File: config.mk
export PLATFORM = sky130hd
export DESIGN_NAME = dsr_top
export DESIGN_NICKNAME = d
export VERILOG_FILES = /design/src/hdl/dsr_pkg.sv /design/src/hdl/dsr_top.sv /design/src/hdl/dsr_change_flag.sv
export SDC_FILE = /design/constraint.sdc
export NUM_CORES = 1
export LEC_CHECK = 0
export BUFFER_PORTS_ARGS = -buffer_cell sky130_fd_sc_hd__buf_2
export CORE_UTILIZATION = 54
export DETAILED_ROUTE_END_ITERATION = 7
export PLACE_DENSITY_LB_ADDON = 0.12
export SLEW_MARGIN = 20
export SYNTH_ARGS = -nofsm -noshare
export SYNTH_HDL_FRONTEND = slang
export SYNTH_SLANG_ARGS = --single-unit
File: constraint.sdc
create_clock -name clk -period 1.53 [get_ports clk]
set_clock_uncertainty 0.1 [all_clocks]
set_input_delay 0.459 -clock clk [delete_from_list [all_inputs] [get_ports clk]]
set_output_delay 0.459 -clock clk [all_outputs]
set_load 0.1 [all_outputs]
File: src/hdl/dsr_pkg.sv
// package: offsets, field positions, reset values and carrier types of the status readback bank
package dsr_pkg;

   // register subaddresses on the serial control port
   localparam logic [7:0] DSR_OFS_IRQ_RESET    = 8'h1c;
   localparam logic [7:0] DSR_OFS_IRQ_CONFIG   = 8'h1e;
   localparam logic [7:0] DSR_OFS_ROM_REV      = 8'h82;
   localparam logic [7:0] DSR_OFS_RAM_REV      = 8'h83;
   localparam logic [7:0] DSR_OFS_LINE_HIGH    = 8'h84;
   localparam logic [7:0] DSR_OFS_LINE_LOW     = 8'h85;
   localparam logic [7:0] DSR_OFS_IRQ_FLAGS    = 8'h86;
   localparam logic [7:0] DSR_OFS_IRQ_ACTIVE   = 8'h87;
   localparam logic [7:0] DSR_OFS_LOCK_STATUS  = 8'h88;
   localparam logic [7:0] DSR_OFS_SIGNAL_STAT  = 8'h89;
   localparam logic [7:0] DSR_OFS_GAIN_READ    = 8'h8a;

   // interrupt flag register bit positions
   localparam int DSR_IRQ_INIT_READY = 7;
   localparam int DSR_IRQ_COPY_PROT  = 6;
   localparam int DSR_IRQ_FIELD_RATE = 4;
   localparam int DSR_IRQ_LINE_ALT   = 3;
   localparam int DSR_IRQ_COLOUR     = 2;
   localparam int DSR_IRQ_SYNC_LOCK  = 1;
   localparam int DSR_IRQ_SOURCE     = 0;

   // configuration field and reset values
   localparam int         DSR_CFG_POLARITY_BIT = 0;
   localparam logic       DSR_CFG_POLARITY_RST = 1'b0;
   localparam logic [7:0] DSR_RDATA_RST        = 8'h00;

   // line counter limits
   localparam int          DSR_LINE_W   = 10;
   localparam logic [9:0]  DSR_LINE_MAX = 10'h3ff;
   localparam logic [9:0]  DSR_LINE_ONE = 10'h001;

   // gain product terms: gain = product / (15 * 4096)
   localparam int          DSR_PROD_W        = 19;
   localparam logic [5:0]  DSR_ANALOG_BASE   = 6'h0f;
   localparam logic [12:0] DSR_DIGITAL_BASE  = 13'h1000;
   localparam logic [17:0] DSR_GAIN_DIVISOR  = 18'h0f000;

   // digital gain step chosen by the analog gain setting, index 0..15
   localparam logic [5:0] DSR_GAIN_STEP [16] = '{
      6'h3d, 6'h37, 6'h30, 6'h2c, 6'h26, 6'h21, 6'h1d, 6'h1a,
      6'h18, 6'h16, 6'h14, 6'h13, 6'h12, 6'h11, 6'h10, 6'h0f};

   // live status levels from the decoder core
   typedef struct packed {
      logic       init_done;
      logic       peak_white;
      logic       line_alt;
      logic       field_50hz;
      logic       subcarrier_lock;
      logic       vsync_lock;
      logic       hsync_lock;
      logic       source_class;
      logic       weak_signal;
      logic       phase_alternation_toggle;
      logic       odd_field;
      logic       gain_frozen;
      logic [2:0] copy_prot;
      logic [3:0] analog_gain;
      logic [5:0] digital_gain;
   } dsr_status_t;

   // host register access request
   typedef struct packed {
      logic       rd;
      logic       wr;
      logic [7:0] addr;
      logic [7:0] wdata;
   } dsr_req_t;

endpackage : dsr_pkg

File: src/hdl/dsr_top.sv
// status and interrupt readback register bank of the video decoder
module dsr_top
   import dsr_pkg::*;
#(
   parameter logic [7:0] ROM_REVISION = 8'h5a  // arbitrary value
) (
   input  wire logic                  clk,
   input  wire logic                  rst_n,
   input  wire dsr_req_t              req,
   output logic [7:0]                 rd_data,
   output logic                       rd_valid,
   input  wire dsr_status_t           status,
   input  wire logic [7:0]            ram_revision,
   input  wire logic                  line_start,
   input  wire logic                  frame_start,
   input  wire logic                  irq_pin_in,
   output logic                       irq_pin_out,
   output logic                       irq_pin_oe,
   output logic                       irq_asserted,
   output logic [DSR_PROD_W-1:0]      gain_product
);

   ////////////////////////////////////////////////////////////////////////
   // register state
   logic [7:0]            rd_data_ff;
   logic                  rd_valid_ff;
   logic                  polarity_ff;
   logic                  lost_lock_ff;
   logic [2:0]            lock_prev_ff;
   logic [DSR_LINE_W-1:0] line_cnt_ff;
   logic [DSR_LINE_W-1:0] line_count_ff;
   logic [7:0]            ram_rev_ff;
   logic                  irq_active_ff;
   logic                  irq_out_ff;
   logic                  irq_oe_ff;
   logic [DSR_PROD_W-1:0] gain_product_ff;

   ////////////////////////////////////////////////////////////////////////
   // access decode
   logic wr_irq_reset;
   logic wr_config;
   logic rd_lock_status;

   // only the reset and config subaddresses accept writes here
   // a write anywhere else is dropped, so readback values never change
   assign wr_irq_reset   = req.wr & (req.addr == DSR_OFS_IRQ_RESET);
   assign wr_config      = req.wr & (req.addr == DSR_OFS_IRQ_CONFIG);
   assign rd_lock_status = req.rd & (req.addr == DSR_OFS_LOCK_STATUS);

   ////////////////////////////////////////////////////////////////////////
   // change flags of the second interrupt source register
   logic [7:0] irq_clr;
   logic [7:0] irq_flags;
   logic       nxt_irq_active;

   assign irq_clr = wr_irq_reset ? req.wdata : 8'h00;

   dsr_change_flag #(.W(3)) u_flag_copy_prot (
      .clk   (clk),
      .rst_n (rst_n),
      .level (status.copy_prot),
      .clr   (irq_clr[DSR_IRQ_COPY_PROT]),
      .flag  (irq_flags[DSR_IRQ_COPY_PROT])
   );

   dsr_change_flag #(.W(1)) u_flag_field_rate (
      .clk   (clk),
      .rst_n (rst_n),
      .level (status.field_50hz),
      .clr   (irq_clr[DSR_IRQ_FIELD_RATE]),
      .flag  (irq_flags[DSR_IRQ_FIELD_RATE])
   );

   dsr_change_flag #(.W(1)) u_flag_line_alt (
      .clk   (clk),
      .rst_n (rst_n),
      .level (status.line_alt),
      .clr   (irq_clr[DSR_IRQ_LINE_ALT]),
      .flag  (irq_flags[DSR_IRQ_LINE_ALT])
   );

   dsr_change_flag #(.W(1)) u_flag_colour (
      .clk   (clk),
      .rst_n (rst_n),
      .level (status.subcarrier_lock),
      .clr   (irq_clr[DSR_IRQ_COLOUR]),
      .flag  (irq_flags[DSR_IRQ_COLOUR])
   );

   dsr_change_flag #(.W(2)) u_flag_sync_lock (
      .clk   (clk),
      .rst_n (rst_n),
      .level ({status.hsync_lock, status.vsync_lock}),
      .clr   (irq_clr[DSR_IRQ_SYNC_LOCK]),
      .flag  (irq_flags[DSR_IRQ_SYNC_LOCK])
   );

   dsr_change_flag #(.W(1)) u_flag_source (
      .clk   (clk),
      .rst_n (rst_n),
      .level (status.source_class),
      .clr   (irq_clr[DSR_IRQ_SOURCE]),
      .flag  (irq_flags[DSR_IRQ_SOURCE])
   );

   // bit 7 is a live readiness level, bit 5 reserved and reads zero
   assign irq_flags[DSR_IRQ_INIT_READY] = status.init_done;
   assign irq_flags[5]                  = 1'b0;

   // any pending change drives the pin; readiness is status only
   assign nxt_irq_active = |irq_flags[DSR_IRQ_COPY_PROT:DSR_IRQ_SOURCE];

   ////////////////////////////////////////////////////////////////////////
   // interrupt pin drive
   logic nxt_irq_out;
   logic nxt_irq_oe;

   // open-drain when active low: pull low only while active, else release
   assign nxt_irq_out = polarity_ff ? nxt_irq_active : 1'b0;
   assign nxt_irq_oe  = polarity_ff ? 1'b1 : nxt_irq_active;

   always_ff @(posedge clk or negedge rst_n) begin
      if (!rst_n) begin
         irq_active_ff <= 1'b0;
         irq_out_ff    <= 1'b0;
         irq_oe_ff     <= 1'b0;
      end else begin
         irq_active_ff <= nxt_irq_active;
         irq_out_ff    <= nxt_irq_out;
         irq_oe_ff     <= nxt_irq_oe;
      end
   end

   // pin level as seen on the wire, so 0x87 reports the terminal itself
   // limitation: right after a polarity write 0x87 may read inverted for one cycle
   logic pin_asserted;

   assign pin_asserted = polarity_ff ? (irq_pin_in & irq_oe_ff)
                                     : (~irq_pin_in & irq_oe_ff);

   ////////////////////////////////////////////////////////////////////////
   // configuration register
   // polarity reads back at 0x1e so the host can confirm the pin mode
   always_ff @(posedge clk or negedge rst_n) begin
      if (!rst_n) begin
         polarity_ff <= DSR_CFG_POLARITY_RST;
      end else if (wr_config) begin
         polarity_ff <= req.wdata[DSR_CFG_POLARITY_BIT];
      end
   end

   ////////////////////////////////////////////////////////////////////////
   // sticky lost-lock detect
   logic [2:0] lock_now;
   logic       lock_fell;
   logic       nxt_lost_lock;

   // a fall of any of the three locks counts as a lost lock
   assign lock_now      = {status.subcarrier_lock, status.vsync_lock, status.hsync_lock};
   assign lock_fell     = |(lock_prev_ff & ~lock_now);
   // a loss in the reading cycle survives the read's clear
   assign nxt_lost_lock = lock_fell | (lost_lock_ff & ~rd_lock_status);

   always_ff @(posedge clk or negedge rst_n) begin
      if (!rst_n) begin
         lock_prev_ff <= 3'h0;
         lost_lock_ff <= 1'b0;
      end else begin
         lock_prev_ff <= lock_now;
         lost_lock_ff <= nxt_lost_lock;
      end
   end

   ////////////////////////////////////////////////////////////////////////
   // measured lines per frame
   logic [DSR_LINE_W-1:0] nxt_line_cnt;
   logic                  line_sat;

   // saturate rather than wrap so a runaway source reads as the maximum
   assign line_sat     = (line_cnt_ff == DSR_LINE_MAX);
   assign nxt_line_cnt = frame_start ? DSR_LINE_ONE
                       : (line_start && !line_sat) ? line_cnt_ff + DSR_LINE_ONE
                       : line_cnt_ff;

   always_ff @(posedge clk or negedge rst_n) begin
      if (!rst_n) begin
         line_cnt_ff   <= '0;
         line_count_ff <= '0;
      end else begin
         line_cnt_ff <= nxt_line_cnt;
         // the count only moves here, so 0x84 and 0x85 pair up within one frame
         if (frame_start) begin
            line_count_ff <= line_cnt_ff;
         end
      end
   end

   // patch revision is sampled so a load in progress never tears a read
   always_ff @(posedge clk or negedge rst_n) begin
      if (!rst_n) begin
         ram_rev_ff <= 8'h00;
      end else begin
         ram_rev_ff <= ram_revision;
      end
   end

   ////////////////////////////////////////////////////////////////////////
   // gain product, fixed point over 15 * 4096
   logic [5:0]            gain_step;
   logic [5:0]            analog_term;
   logic [12:0]           digital_term;
   logic [DSR_PROD_W-1:0] nxt_gain_product;

   assign gain_step        = DSR_GAIN_STEP[status.analog_gain];
   // operands widened before each multiply so no tool sizes a product too narrow
   assign analog_term      = DSR_ANALOG_BASE + {1'b0, status.analog_gain, 1'b0} + {2'b00, status.analog_gain};
   assign digital_term     = DSR_DIGITAL_BASE + 13'(gain_step) * 13'(status.digital_gain);
   assign nxt_gain_product = DSR_PROD_W'(analog_term) * DSR_PROD_W'(digital_term);

   always_ff @(posedge clk or negedge rst_n) begin
      if (!rst_n) begin
         gain_product_ff <= '0;
      end else begin
         gain_product_ff <= nxt_gain_product;
      end
   end

   ////////////////////////////////////////////////////////////////////////
   // read data assembly
   logic [7:0] lock_byte;
   logic [7:0] signal_byte;
   logic [7:0] gain_byte;
   logic [7:0] config_byte;
   logic [7:0] rd_mux;

   // live levels pass straight through; only lost-lock and polarity are stored values
   assign lock_byte = {status.peak_white, status.line_alt, status.field_50hz, lost_lock_ff,
                       status.subcarrier_lock, status.vsync_lock, status.hsync_lock,
                       status.source_class};
   assign signal_byte = {1'b0, status.weak_signal, status.phase_alternation_toggle,
                         status.odd_field, status.gain_frozen, status.copy_prot};
   assign gain_byte   = {status.analog_gain, status.digital_gain[5:2]};
   assign config_byte = {7'h00, polarity_ff};

   // unmapped and write-only subaddresses read as zero
   assign rd_mux =
      (req.addr == DSR_OFS_ROM_REV)     ? ROM_REVISION :
      (req.addr == DSR_OFS_RAM_REV)     ? ram_rev_ff :
      (req.addr == DSR_OFS_LINE_HIGH)   ? {6'h00, line_count_ff[9:8]} :
      (req.addr == DSR_OFS_LINE_LOW)    ? line_count_ff[7:0] :
      (req.addr == DSR_OFS_IRQ_FLAGS)   ? irq_flags :
      (req.addr == DSR_OFS_IRQ_ACTIVE)  ? {7'h00, pin_asserted} :
      (req.addr == DSR_OFS_LOCK_STATUS) ? lock_byte :
      (req.addr == DSR_OFS_SIGNAL_STAT) ? signal_byte :
      (req.addr == DSR_OFS_GAIN_READ)   ? gain_byte :
      (req.addr == DSR_OFS_IRQ_CONFIG)  ? config_byte :
      8'h00;

   // read data holds until the next read; writes elsewhere change nothing
   always_ff @(posedge clk or negedge rst_n) begin
      if (!rst_n) begin
         rd_data_ff  <= DSR_RDATA_RST;
         rd_valid_ff <= 1'b0;
      end else begin
         rd_valid_ff <= req.rd;
         if (req.rd) begin
            rd_data_ff <= rd_mux;
         end
      end
   end

   ////////////////////////////////////////////////////////////////////////
   // outputs, all straight from flip-flops
   assign rd_data      = rd_data_ff;
   assign rd_valid     = rd_valid_ff;
   assign irq_pin_out  = irq_out_ff;
   assign irq_pin_oe   = irq_oe_ff;
   assign irq_asserted = irq_active_ff;
   assign gain_product = gain_product_ff;

endmodule : dsr_top

File: src/hdl/dsr_change_flag.sv
// sticky change detector: flags any change of a status level until cleared
module dsr_change_flag
   import dsr_pkg::*;
#(
   parameter int W = 1
) (
   input  wire logic         clk,
   input  wire logic         rst_n,
   input  wire logic [W-1:0] level,
   input  wire logic         clr,
   output logic              flag
);

   logic [W-1:0] prev_ff;
   logic         flag_ff;
   logic         changed;
   logic         nxt_flag;

   // a change in the clearing cycle still sets: set wins over clear
   assign changed  = |(level ^ prev_ff);
   assign nxt_flag = changed | (flag_ff & ~clr);
   assign flag     = flag_ff;

   ////////////////////////////////////////////////////////////////////////
   // previous level and sticky flag
   always_ff @(posedge clk or negedge rst_n) begin
      if (!rst_n) begin
         prev_ff <= '0;
         flag_ff <= 1'b0;
      end else begin
         prev_ff <= level;
         flag_ff <= nxt_flag;
      end
   end

endmodule : dsr_change_flag

# ---- Word level (Yosys, flattened, before mapping)
# Memory sizes are Yosys's and may differ from the RTL's.
# Index checks and enable logic that the tools add are counted.
dict set report totals {
  register_bits 79
  rom_bits 96
  inputBits 56
  output_inout_bits 31
  wordCells 105
  mem_count 1
}
dict set report op_classes {
  addsub 4
  mul 2
  order_cmp 1
  n_eq_ne 12
  n_mux 18
  bitwise 36
  n_reduce_logical 7
}
# memory words word_bits rd rd_ports_with_merged_regs wr line_no
set memory_table {}
lappend memory_table {{(no name shown)} 16 6 1 0 0 dsr_top.sv:214} ;# assign gain_step = DSR_GAIN_STEP[status.analog_gain];
# operator count
set ops {}
lappend ops {{$eq 8x8->1 const B} 9}
lappend ops {{$mux 8} 9}
lappend ops {{$mux 10} 2}
lappend ops {{$mul 6x13->19} 1}
lappend ops {{$eq 8x5->1 const B} 2}
lappend ops {{$add 13x12->13 const A} 1}
lappend ops {{$and 1x1->1} 12}
lappend ops {{$mul 6x6->12} 1}
lappend ops {{$mux 6} 2}
lappend ops {{$add 10x1->10 const B} 1}
lappend ops {{$eq 10x10->1 const B} 1}
lappend ops {{$not 1->1} 8}
lappend ops {{$mux 7} 1}
lappend ops {{$or 1x1->1} 7}
lappend ops {{$add 4x5->6 const A} 1}
lappend ops {{$add 6x4->6} 1}
lappend ops {{$reduce_or 3->1} 2}
lappend ops {{$reduce_or 6->1} 1}
lappend ops {{$ge 5x5->1 const B} 1}
lappend ops {{$not 4->5} 1}
lappend ops {{$mux 1} 4}
lappend ops {{$xor 1x1->1} 4}
lappend ops {{$and 3x3->3} 1}
lappend ops {{$not 3->3} 1}
lappend ops {{other kinds (6)} 6}

# ---- Depth between registers and ports, before layout
# Gate-level depths: netlist of the first run.
dict set report logic_depth {
  ltp_word 11
  mapped_depth 33
  mapped_depth_nobuf 31
}

# ---- Modules after synthesis
# A second synthesis of the first run with hierarchy kept.
dict set report unflattened {
  cells_unflattened 753
  hier_area_um2 7166.9
}
# mod instances cells_per_inst area_per_inst_um2
set modules_own_cells {}
lappend modules_own_cells {dsr_top 1 717 6653.9}
lappend modules_own_cells {{dsr_change_flag (u_flag_colour ...)} 4 5 67.6}
lappend modules_own_cells {{dsr_change_flag (u_flag_copy_prot)} 1 9 138.9}
lappend modules_own_cells {{dsr_change_flag (u_flag_sync_lock)} 1 7 103.8}

# ---- Worst setup path before layout of the first run
# OpenSTA, ideal clock, no wires.
dict set report synth_path {
  kind {input -> register}
  start {input port status[6] in the netlist's numbering}
  end {register gain_product_ff[18] (netlist: gain_product[18])}
  setup_ns 0.124
  t_arrival_ns 8.181
  t_required_ns 1.306
  setup_slack_ns -6.875
  path_stages 28
  n_path_buf 1
  path_cell_list {buf_2 inv_1 ha_1 inv_1 mux4_2 and2_1 fa_1 inv_1 fa_1 inv_1 fa_1 ha_1 ha_1 nor2b_1 o21a_1 o311a_1 a2111oi_4 nor2_1 fa_1 fa_1 inv_1 fa_1 inv_1 ha_1 a21o_1 a221oi_1 a21bo_2 a211o_1}
}
dict set report synth_via {
  elab_chain_len 7
  elab_cells_between_ends 9
  cone_classes {add/sub: 3; mul: 2; mux: 2; bitwise: 1; memory: 1}
}
# item line_no
set synth_rtl {}
lappend synth_rtl {{from (decl)} dsr_top.sv:12} ;# input wire dsr_status_t status,
lappend synth_rtl {{$not 4->5 (implied by the code)} dsr_top.sv:214}
lappend synth_rtl {{$mem_v2 16x6} --}
lappend synth_rtl {{$mux 6 (implied by the code) (2 in a row)} dsr_top.sv:214}
lappend synth_rtl {{$mul 6x6->12} dsr_top.sv:217} ;# assign digital_term = DSR_DIGITAL_BASE + 13'(gain_step) * 13'(status.digital_gain);
lappend synth_rtl {{$add 13x12->13} dsr_top.sv:217}
lappend synth_rtl {{$mul 6x13->19 *} dsr_top.sv:218} ;# assign nxt_gain_product = DSR_PROD_W'(analog_term) * DSR_PROD_W'(digital_term);
lappend synth_rtl {{net nxt_gain_product[18]} dsr_top.sv:212} ;# logic [DSR_PROD_W-1:0] nxt_gain_product;
lappend synth_rtl {{to (signal assigned)} dsr_top.sv:224} ;# gain_product_ff <= nxt_gain_product;
lappend synth_rtl {{to (decl)} dsr_top.sv:36} ;# logic [DSR_PROD_W-1:0] gain_product_ff;
# The timed path passes the listed nets; every way through them passes the cells marked *. The select of a mux whose other input is x is not followed.
# A chain may end at the register's enable or synchronous reset.

# ---- Worst setup path in the final report of the first run
# Same ends and word-level chain as after synthesis.

==> impl_metrics.json, run 1 <==
{
  "status": "complete, but fails checks",
  "violations": "setup timing",
  "muxShareOfSynthArea_pct": 3.425,
  "synth_edf_count": 0,
  "ios": 87,
  "clkSinkCount": 76,
  "synth_xor_xnor_area_share_pct": 4.624,
  "clk_pin_slew_ns": 0.07,
  "grt_overflow": 0,
  "gp_congestion": 0.8897,
  "yosys.area_share.simple_pct": 16.79,
  "grt_pass1_wl_um": 34420,
  "whs_endpoint": "ram_rev_ff[3]",
  "die-width_um": 117.4,
  "hold_viol": 0,
  "setup_viol": 31,
  "drv_cap": 0,
  "synth_top_family_by_area": "adder cells",
  "synthArstFlopShare_pct": 100.0,
  "fin_ws_ns": -6.218,
  "final_cells": 1194,
  "ff2ff_path_depth": 6,
  "critical_path_buf_inv_count": 7,
  "met3_usage_pct": 3.696,
  "cpLargestDelayFamily": "adder cells",
  "critPathCaptureType": "register",
  "mostFrequentLayoutCells": "buf_4, inv_1, dfrtp_1",
  "drv_slew": 0,
  "n_antenna_cell": 0,
  "slew_headroom_pct": 60.92,
  "cp_slowest_cell": "fa_1",
  "final.setup.tns_ns": -90.10,
  "grtUsageMet2_pct": 53.51,
  "synth_seq_cells": 76,
  "met1_usage_pct": 41.76,
  "cts-root-buf": "clkbuf_16",
  "seqCellArea_um2": 1903,
  "whs_path_depth": 1,
  "drive_gt1_share_pct": 43.05,
  "cts.path.max_buffers": 2,
  "avgRoutedWirePerCell_um": 18.37,
  "cts_max_level": 3,
  "busiest_layer": "met2",
  "track_usage_pct": 31.20,
  "routed_wl_um": 21940,
  "hold_path_startpoint": "ram_revision[3]",
  "nets": 1210,
  "rsz0062_at_grt": "yes",
  "multi_input_area_um2": 5698,
  "crit_fanout": 6,
  "clk_latency_ns": 0.36,
  "fillers": 668,
  "first_iter_violations": 443,
  "syn-mean-instance-area_um2": 9.408,
  "start_kind": "primary input",
  "required_ns": 1.67,
  "reg2reg_slack_ns": -0.01,
  "ys_warn_count": 0,
  "grt_start_max_net_pins": 30,
  "cts_tree": "done",
  "tightest_slew_ns": 0.5843,
  "mostFrequentLayoutCell": "buf_4",
  "synth_top_area_cell": "dfrtp_1",
  "fin_crit_sh_pct": 506.4,
  "synth.top_cell.area_share_pct": 26.43,
  "drc": 0,
  "synth_compound_area_share_pct": 11.87,
  "core_um2": 12820,
  "cp.arrival_ns": 7.89,
  "rows": 41,
  "synthCells": 765,
  "cp_slowest_stage_delay_ns": 0.56,
  "ant_nets": 0,
  "path_class": "in2reg",
  "route.vias.total": 6800,
  "synth_area_um2": 7197,
  "synth-main-ff-cell": "dfrtp_1",
  "synthToLayoutAreaGrowth_pct": 51.08,
  "dp_hpwl_um": 15380,
  "yosysSeqAreaShare_pct": 26.43,
  "dieArea_um2": 13790,
  "reg2reg_from": "line_cnt_ff[1]",
  "drtPass1Iterations": 5,
  "via_per_inst": 5.695,
  "cpMostUsedCell": "fa_1",
  "synth_nets": 958,
  "placed_cells": 1147,
  "yosysUniqueCellTypes": 70,
  "synthAdderAreaFrac_pct": 30.29,
  "grt_pass1_vias": 7060,
  "cts-buffers-inserted": 9,
  "fmax_mhz": 129.1,
  "start_util_pct": 56.12,
  "portBuffers": 84,
  "fin_crit_ns": 7.748,
  "die_h_um": 117.4,
  "ys_top_cells_by_area": "dfrtp_1, fa_1, ha_1",
  "hold_class": "in2reg",
  "antenna_found_initial": 0,
  "reg2reg_to": "line_cnt_ff[1]"
}
==> metrics by stage <==
stage               utilization (%)  area, µm²  hold WS (ns)  worst slack (ns)
floorplan                         -       7617       0.06341            -6.144
global placement              75.96       9742        0.3132            -6.233
detailed placement            75.96       9742        0.3196            -6.448
CTS                           81.68      10480        0.1085            -5.947
global route                  84.78      10870        0.1136            -6.429
finish                        84.78      10870        0.1115            -6.218
==> routing by layer <==
layer | vias up | part of all wire, %
met5 | - | 0
met4 | 0 | 2.6
met3 | 54 | 5.7
met2 | 289 | 51
met1 | 3413 | 41
li1 | 3044 | -
==> layout make-up <==
cell class              count  share of cell area, %
well taps                 172                  1.979
multi-input cells         566                  52.41
flip-flops and latches     76                  17.50
inverters                 104                  3.648
clock buffers               9                  2.071
repair buffers            260                  21.62
clock inverters             7                 0.7710
==> timing repair <==
item,CTS,global route
pin swaps,44,57
hold buffers,1,0
endpoints found under the hold margin,27,0
endpoints found under the setup margin,42,44
gates resized for setup,68,62
buffers inserted,14,16
==> worst register-to-register path: stages (launching register included) <==
cell,delay [ns]
dfrtp_1,0.40
ha_4,0.17
nand4_1,0.15
nor2_4,0.20
a21bo_2,0.19
mux2i_1,0.18
nor2_1,0.05
==> kinds of logic (layout without fill, tap and decap cells) <==
family | count (synthesis) | count (layout)
AO/OA/AOI/OAI | 125 | 125
XOR/XNOR | 38 | 38
adder cells (fa/ha/maj) | 137 | 137
buffers and inverters | 123 | 380
flip-flops | 76 | 76
multiplexers | 21 | 21
AND/OR/NAND/NOR | 245 | 245
==> worst max path at each step <==
stage              start                to  cells past startpoint
5_1_grt        status[6]  gain_product[18]                     31
6_report       status[6]  gain_product[18]                     31
4_1_cts        status[6]  gain_product[18]                     30
3_3_place_gp   status[6]  gain_product[18]                     28
3_5_place_dp   status[6]  gain_product[18]                     28
2_1_floorplan  status[6]  gain_product[18]                     28
==> state kept, by name, indices dropped and copies added (netlist names), 2 cells and up <==
| name | count |
|---|---|
| u_flag_copy_prot.prev_ff | 3 |
| ram_rev_ff | 8 |
| line_count_ff | 10 |
| rd_data | 8 |
| line_cnt_ff | 10 |
| lock_prev_ff | 2 |
| gain_product | 19 |
==> cells in the mapped netlist (2+ instances only) <==
library cell / number
o221ai_1: 2
or2_2: 3
o21ai_0: 25
and3_1: 4
mux2_2: 9
inv_1: 103
a21bo_2: 2
o21ai_1: 2
nand4_1: 6
mux4_2: 2
nand2_1: 64
nor3_1: 11
xor2_1: 14
nor2b_1: 9
a221oi_1: 5
o22ai_1: 3
mux2i_1: 10
xnor2_1: 24
o21a_1: 7
clkbuf_1: 10
dfrtp_1: 76
a2111oi_0: 2
nand2b_1: 12
fa_1: 62
buf_2: 8
ha_1: 75
a211oi_1: 3
nor4_1: 2
a21oi_1: 37
a21o_1: 11
nand3_1: 12
a31oi_1: 4
o21bai_1: 2
and2_1: 30
or3_1: 8
nor2_1: 71
and4_1: 2
Power of run 1 is not shown: default switching activity piles up to over one toggle a cycle in this logic, so the estimate is an artifact.
==> inputs of run 2 (changes only) <==
- SYNTH_HIERARCHICAL: default -> 1
==> run 2 against run 1 <==
- the flow still finishes with violations (setup timing)
- cell count is 3.7% higher
- synthesized cell count down 1.6%
- critical path type unchanged
- sequential cell count rose by 3
==> impl_metrics.json, run 2 <==
{
  "synthAdderAreaFrac_pct": 29.89,
  "synth_xor_xnor_area_share_pct": 4.888,
  "fmax_mhz": 130.6,
  "synthCells": 753,
  "synthArstFlopShare_pct": 100.0,
  "die_h_um": 117.2,
  "drv_cap": 0,
  "track_usage_pct": 35.18,
  "cp_slowest_stage_delay_ns": 0.55,
  "violations": "setup timing",
  "first_iter_violations": 492,
  "drc": 0,
  "muxShareOfSynthArea_pct": 3.614,
  "hold_class": "in2reg",
  "dieArea_um2": 13740,
  "tightest_slew_ns": 0.5011,
  "rsz0062_at_grt": "yes",
  "critical_path_buf_inv_count": 10,
  "netlist_top_cells_count": "inv_1, dfrtp_1, ha_1",
  "required_ns": 1.70,
  "gp_congestion": 0.9042,
  "path_class": "in2reg",
  "cp.arrival_ns": 7.83,
  "cp_slowest_cell": "fa_1",
  "fin_crit_sh_pct": 500.4,
  "crit_start": "status[6]",
  "drive_gt1_share_pct": 47.09,
  "synth.top_cell.area_share_pct": 27.58,
  "slew_headroom_pct": 66.36,
  "hold_path_startpoint": "ram_revision[2]",
  "drv_slew": 0,
  "synth_area_um2": 7167,
  "fillers": 559,
  "ys_warn_count": 6,
  "largest_register_ffs": 19,
  "synth_top_family_by_area": "adder cells",
  "synth-main-ff-cell": "dfrtp_1",
  "yosys.area_share.simple_pct": 15.50,
  "cpLargestDelayFamily": "adder cells",
  "route.vias.total": 6997,
  "hold_viol": 0,
  "synth_top_area_cell": "dfrtp_1",
  "cts-root-buf": "clkbuf_16",
  "synth.most_common_cell": "inv_1",
  "cts_max_level": 3,
  "yosysUniqueCellTypes": 59,
  "cts_tree": "done",
  "mostFrequentLayoutCell": "buf_4",
  "ys_top_cells_by_area": "dfrtp_1, fa_1, ha_1",
  "yosysSeqAreaShare_pct": 27.58,
  "crit_fanout": 3,
  "grt_start_max_net_pins": 35,
  "reg2reg_from": "line_cnt_ff[1]",
  "clkSinkCount": 79,
  "fin_ws_ns": -6.126,
  "core_um2": 12770,
  "grt_pass1_wl_um": 36390,
  "start_util_pct": 56.11,
  "setup_viol": 38,
  "fin_crit_ns": 7.656,
  "ant_nets": 0,
  "dp_hpwl_um": 16640,
  "synthToLayoutAreaGrowth_pct": 58.64,
  "clk_pin_slew_ns": 0.06,
  "portBuffers": 84,
  "ios": 87,
  "status": "complete, but fails checks",
  "final.setup.tns_ns": -91.74,
  "start_kind": "primary input",
  "n_antenna_cell": 0,
  "synth_seq_cells": 79,
  "antenna_found_initial": 0,
  "grt_overflow": 0,
  "clk_latency_ns": 0.35,
  "synth_compound_area_share_pct": 12.17,
  "mostFrequentLayoutCells": "buf_4, inv_1, dfrtp_1",
  "cts-buffers-inserted": 9,
  "die-width_um": 117.2,
  "rows": 41,
  "cts.path.max_buffers": 2,
  "grt_pass1_vias": 7494,
  "drtPass1Iterations": 6,
  "routed_wl_um": 23490,
  "nets": 1251,
  "synth_edf_count": 0,
  "critPathCaptureType": "register",
  "syn-mean-instance-area_um2": 9.518,
  "via_per_inst": 5.652,
  "avgRoutedWirePerCell_um": 18.97,
  "synth_nets": 943,
  "cpMostUsedCell": "fa_1"
}
run 2: changes by cell type after synthesis, moves of 4 or more:
| cell | before | now |
|---|---|---|
| nor2_1 | 71 | 62 |
| nand2_1 | 64 | 56 |
| o22ai_1 | 3 | 11 |
| buf_2 | 8 | 1 |
| a21oi_1 | 37 | 43 |
| and2_1 | 30 | 36 |
| inv_1 | 103 | 107 |
| o21ai_1 | 2 | 6 |
run 2: layout make-up:
| class | instances | area [µm²] | area share, % |
|---|---|---|---|
| Clock inverter | 6 | 61.31 | 0.5392 |
| Clock buffer | 10 | 229.0 | 2.014 |
| Tap cell | 172 | 215.2 | 1.893 |
| Multi-Input combinational cell | 553 | 5670 | 49.87 |
| Inverter | 107 | 405.4 | 3.566 |
| Timing Repair Buffer | 311 | 2811 | 24.73 |
| Sequential cell | 79 | 1977 | 17.39 |
run 2: path summary, 6_finish.rpt:
| path | slack, ns | endpoint | depth (start not counted) |
|---|---|---|---|
| min reg2reg | 0.40 | lost_lock_ff | 1 |
| min in group asynchronous | 0.44 | u_flag_field_rate/prev_ff | 2 |
| min | 0.12 | ram_rev_ff[2] | 1 |
| max | -6.13 | gain_product[14] | 32 |
| max in group asynchronous | 0.43 | gain_product[11] | 3 |
| max reg2reg | -0.30 | line_cnt_ff[5] | 7 |
run 2: metrics by stage:
stage	util, %	area, µm²	setup slack [ns]	hold WS (ns)	std cells
after floorplan	-	7548	-6.286	0.06341	753
after global placement	78.68	10050	-6.258	0.2534	1185
after detailed placement	78.68	10050	-6.419	0.2514	1185
after CTS	85.52	10920	-5.983	0.1131	1221
after global routing	89.01	11370	-6.391	0.1135	1238
final	89.01	11370	-6.126	0.1185	1238
run 2: cell families (layout without fill, tap and decap cells):
| group | count (synthesis) | count (layout) |
|---|---|---|
| AND/OR/NAND/NOR | 223 | 223 |
| adder cells (fa/ha/maj) | 134 | 134 |
| AO/OA/AOI/OAI | 134 | 134 |
| buffers and inverters | 121 | 434 |
| flip-flops | 79 | 79 |
| XOR/XNOR | 40 | 40 |
| multiplexers | 22 | 22 |
run 2: timing repair:
action                                  CTS  global route
resized for setup                        97            73
hold buffers                              1             0
endpoints found under the hold margin    16             0
endpoints found under the setup margin   42            44
setup buffers                            23            18
pin swaps                                89            85
run 2: worst reg2reg max path: cells and delay by family, from the launching register on:
kind                     cells  cell delay [ns]
AO/OA/AOI/OAI                2             0.34
adder cells (fa/ha/maj)      1             0.19
buffers and inverters        1             0.18
flip-flops                   1             0.38
AND/OR/NAND/NOR              3             0.55
run 2: metal layers:
layer	wire length, µm	up-vias	global-route usage, %	share of wire, %
met5	0	-	0	0
met4	1068	0	18.65	4.5
met3	1371	87	6.025	5.8
met2	12390	333	63.57	53
met1	8657	3465	39.62	37
li1	-	3112	-	-
Power of run 2 is left out for the same reason.
==> inputs of run 3 (changes only) <==
- CORE_UTILIZATION: 54 -> 55
- clock period: 1.53 -> 8.56 ns (I/O delays scaled with it)
==> run 3 against run 2 <==
- the flow still finishes with violations (setup timing)
- cell count decreased by 9.2%
- via count fell by 12%
- global-route usage is 6.5 points lower
- sequential share of layout area up 3.3 points
- sequential cell count is the same
- hold slack better by 0.29 ns
- critical path type unchanged
==> impl_metrics.json, run 3 (synthesized netlist as in run 2, its figures left out) <==
{
  "dp_hpwl_um": 13570,
  "multi_input_area_um2": 5270,
  "route.vias.total": 6147,
  "setup_viol": 13,
  "hold_path_startpoint": "lock_prev_ff[0]",
  "cts-buffers-inserted": 9,
  "die_h_um": 116.2,
  "first_iter_violations": 359,
  "drtPass1Iterations": 4,
  "mostFrequentLayoutCell": "buf_4",
  "cp_slowest_stage_delay_ns": 0.53,
  "clk_pin_slew_ns": 0.06,
  "crit_fanout": 6,
  "path_class": "in2reg",
  "ios": 87,
  "clk_latency_ns": 0.34,
  "cpLargestDelayFamily": "adder cells",
  "grt_pass1_wl_um": 29810,
  "critPathCaptureType": "register",
  "fmax_mhz": 104.0,
  "fillers": 894,
  "fin_crit_ns": 9.611,
  "status": "complete, but fails checks",
  "cts.path.max_buffers": 2,
  "violations": "setup timing",
  "clkSinkCount": 79,
  "gp_congestion": 0.8991,
  "avgRoutedWirePerCell_um": 16.02,
  "portBuffers": 84,
  "critical_path_buf_inv_count": 8,
  "required_ns": 8.70,
  "n_antenna_cell": 0,
  "fin_area_um2": 9545,
  "cp.arrival_ns": 9.75,
  "nets": 1137,
  "fin_ws_ns": -1.051,
  "track_usage_pct": 28.71,
  "grt_start_max_net_pins": 80,
  "cpMostUsedCell": "fa_1",
  "drv_cap": 0,
  "rows": 41,
  "crit_start": "status[6]",
  "placed_cell_area_um2": 8681,
  "antenna_found_initial": 0,
  "dieArea_um2": 13490,
  "drv_slew": 0,
  "die-width_um": 116.2,
  "synthToLayoutAreaGrowth_pct": 33.19,
  "grt_pass1_vias": 6464,
  "cts-root-buf": "clkbuf_16",
  "seqCellArea_um2": 1977,
  "grt_overflow": 0,
  "drive_gt1_share_pct": 33.61,
  "rsz0062_at_grt": "yes",
  "fin_hold_ws_ns": 0.4056,
  "cp_slowest_cell": "mux4_2",
  "start_util_pct": 56.56,
  "cts_tree": "done",
  "drc": 0,
  "cts_max_level": 3,
  "largest_register_ffs": 19,
  "start_kind": "primary input",
  "tightest_slew_ns": 0.9744,
  "hold_class": "reg2reg",
  "slew_headroom_pct": 35.04,
  "routed_wl_um": 18010,
  "core_um2": 12670,
  "mostFrequentLayoutCells": "buf_4, inv_1, buf_2",
  "ant_nets": 0,
  "fin_crit_sh_pct": 112.3,
  "via_per_inst": 5.469,
  "reg2reg_from": "line_cnt_ff[0]",
  "hold_viol": 0
}
-- run 3: metrics by stage --
stage          setup slack [ns]  utilization [%]  TNS [ns]  instances
2_1_floorplan            -1.365                -    -10.52        753
3_3_place_gp             -1.475            68.51    -13.71       1091
3_5_place_dp             -1.557            68.51    -14.65       1091
4_1_cts                  -1.098            73.81    -8.471       1118
5_1_grt                  -1.346            75.33    -12.05       1124
6_report                 -1.051            75.33    -8.752       1124
-- run 3: final timing paths --
check / end / slack (ns) / cells past startpoint
min in group asynchronous: irq_pin_out / 2.28 / 1
hold / removal: lost_lock_ff / 0.41 / 1
hold reg to reg: lost_lock_ff / 0.41 / 1
max in group asynchronous: gain_product[8] / 5.45 / 1
setup reg to reg: line_cnt_ff[7] / 6.50 / 6
setup / recovery: gain_product[18] / -1.05 / 32
-- run 3: timing repair --
item                                    in CTS  in global routing
buffers inserted                            14                  6
pin swaps                                   69                 24
resized for setup                           47                 28
hold buffers                                 0                  0
endpoints found under the setup margin      13                 14
-- run 3: routing by layer --
metal	up-vias	routed length, µm	GRT usage (%)
met5	-	0	0
met4	0	634	12.82
met3	47	685	5.397
met2	163	9387	52.26
met1	3050	7297	32.75
li1	2887	-	-
-- run 3: cell type report --
type | count | share of cell area [%]
multi-input combinational | 553 | 55.21
timing repair buffer | 197 | 13.86
tap | 172 | 2.255
clock inverter | 7 | 1.337
clock buffer | 9 | 2.359
inverter | 107 | 4.273
sequential | 79 | 20.71
Power of run 3 is left out for the same reason.
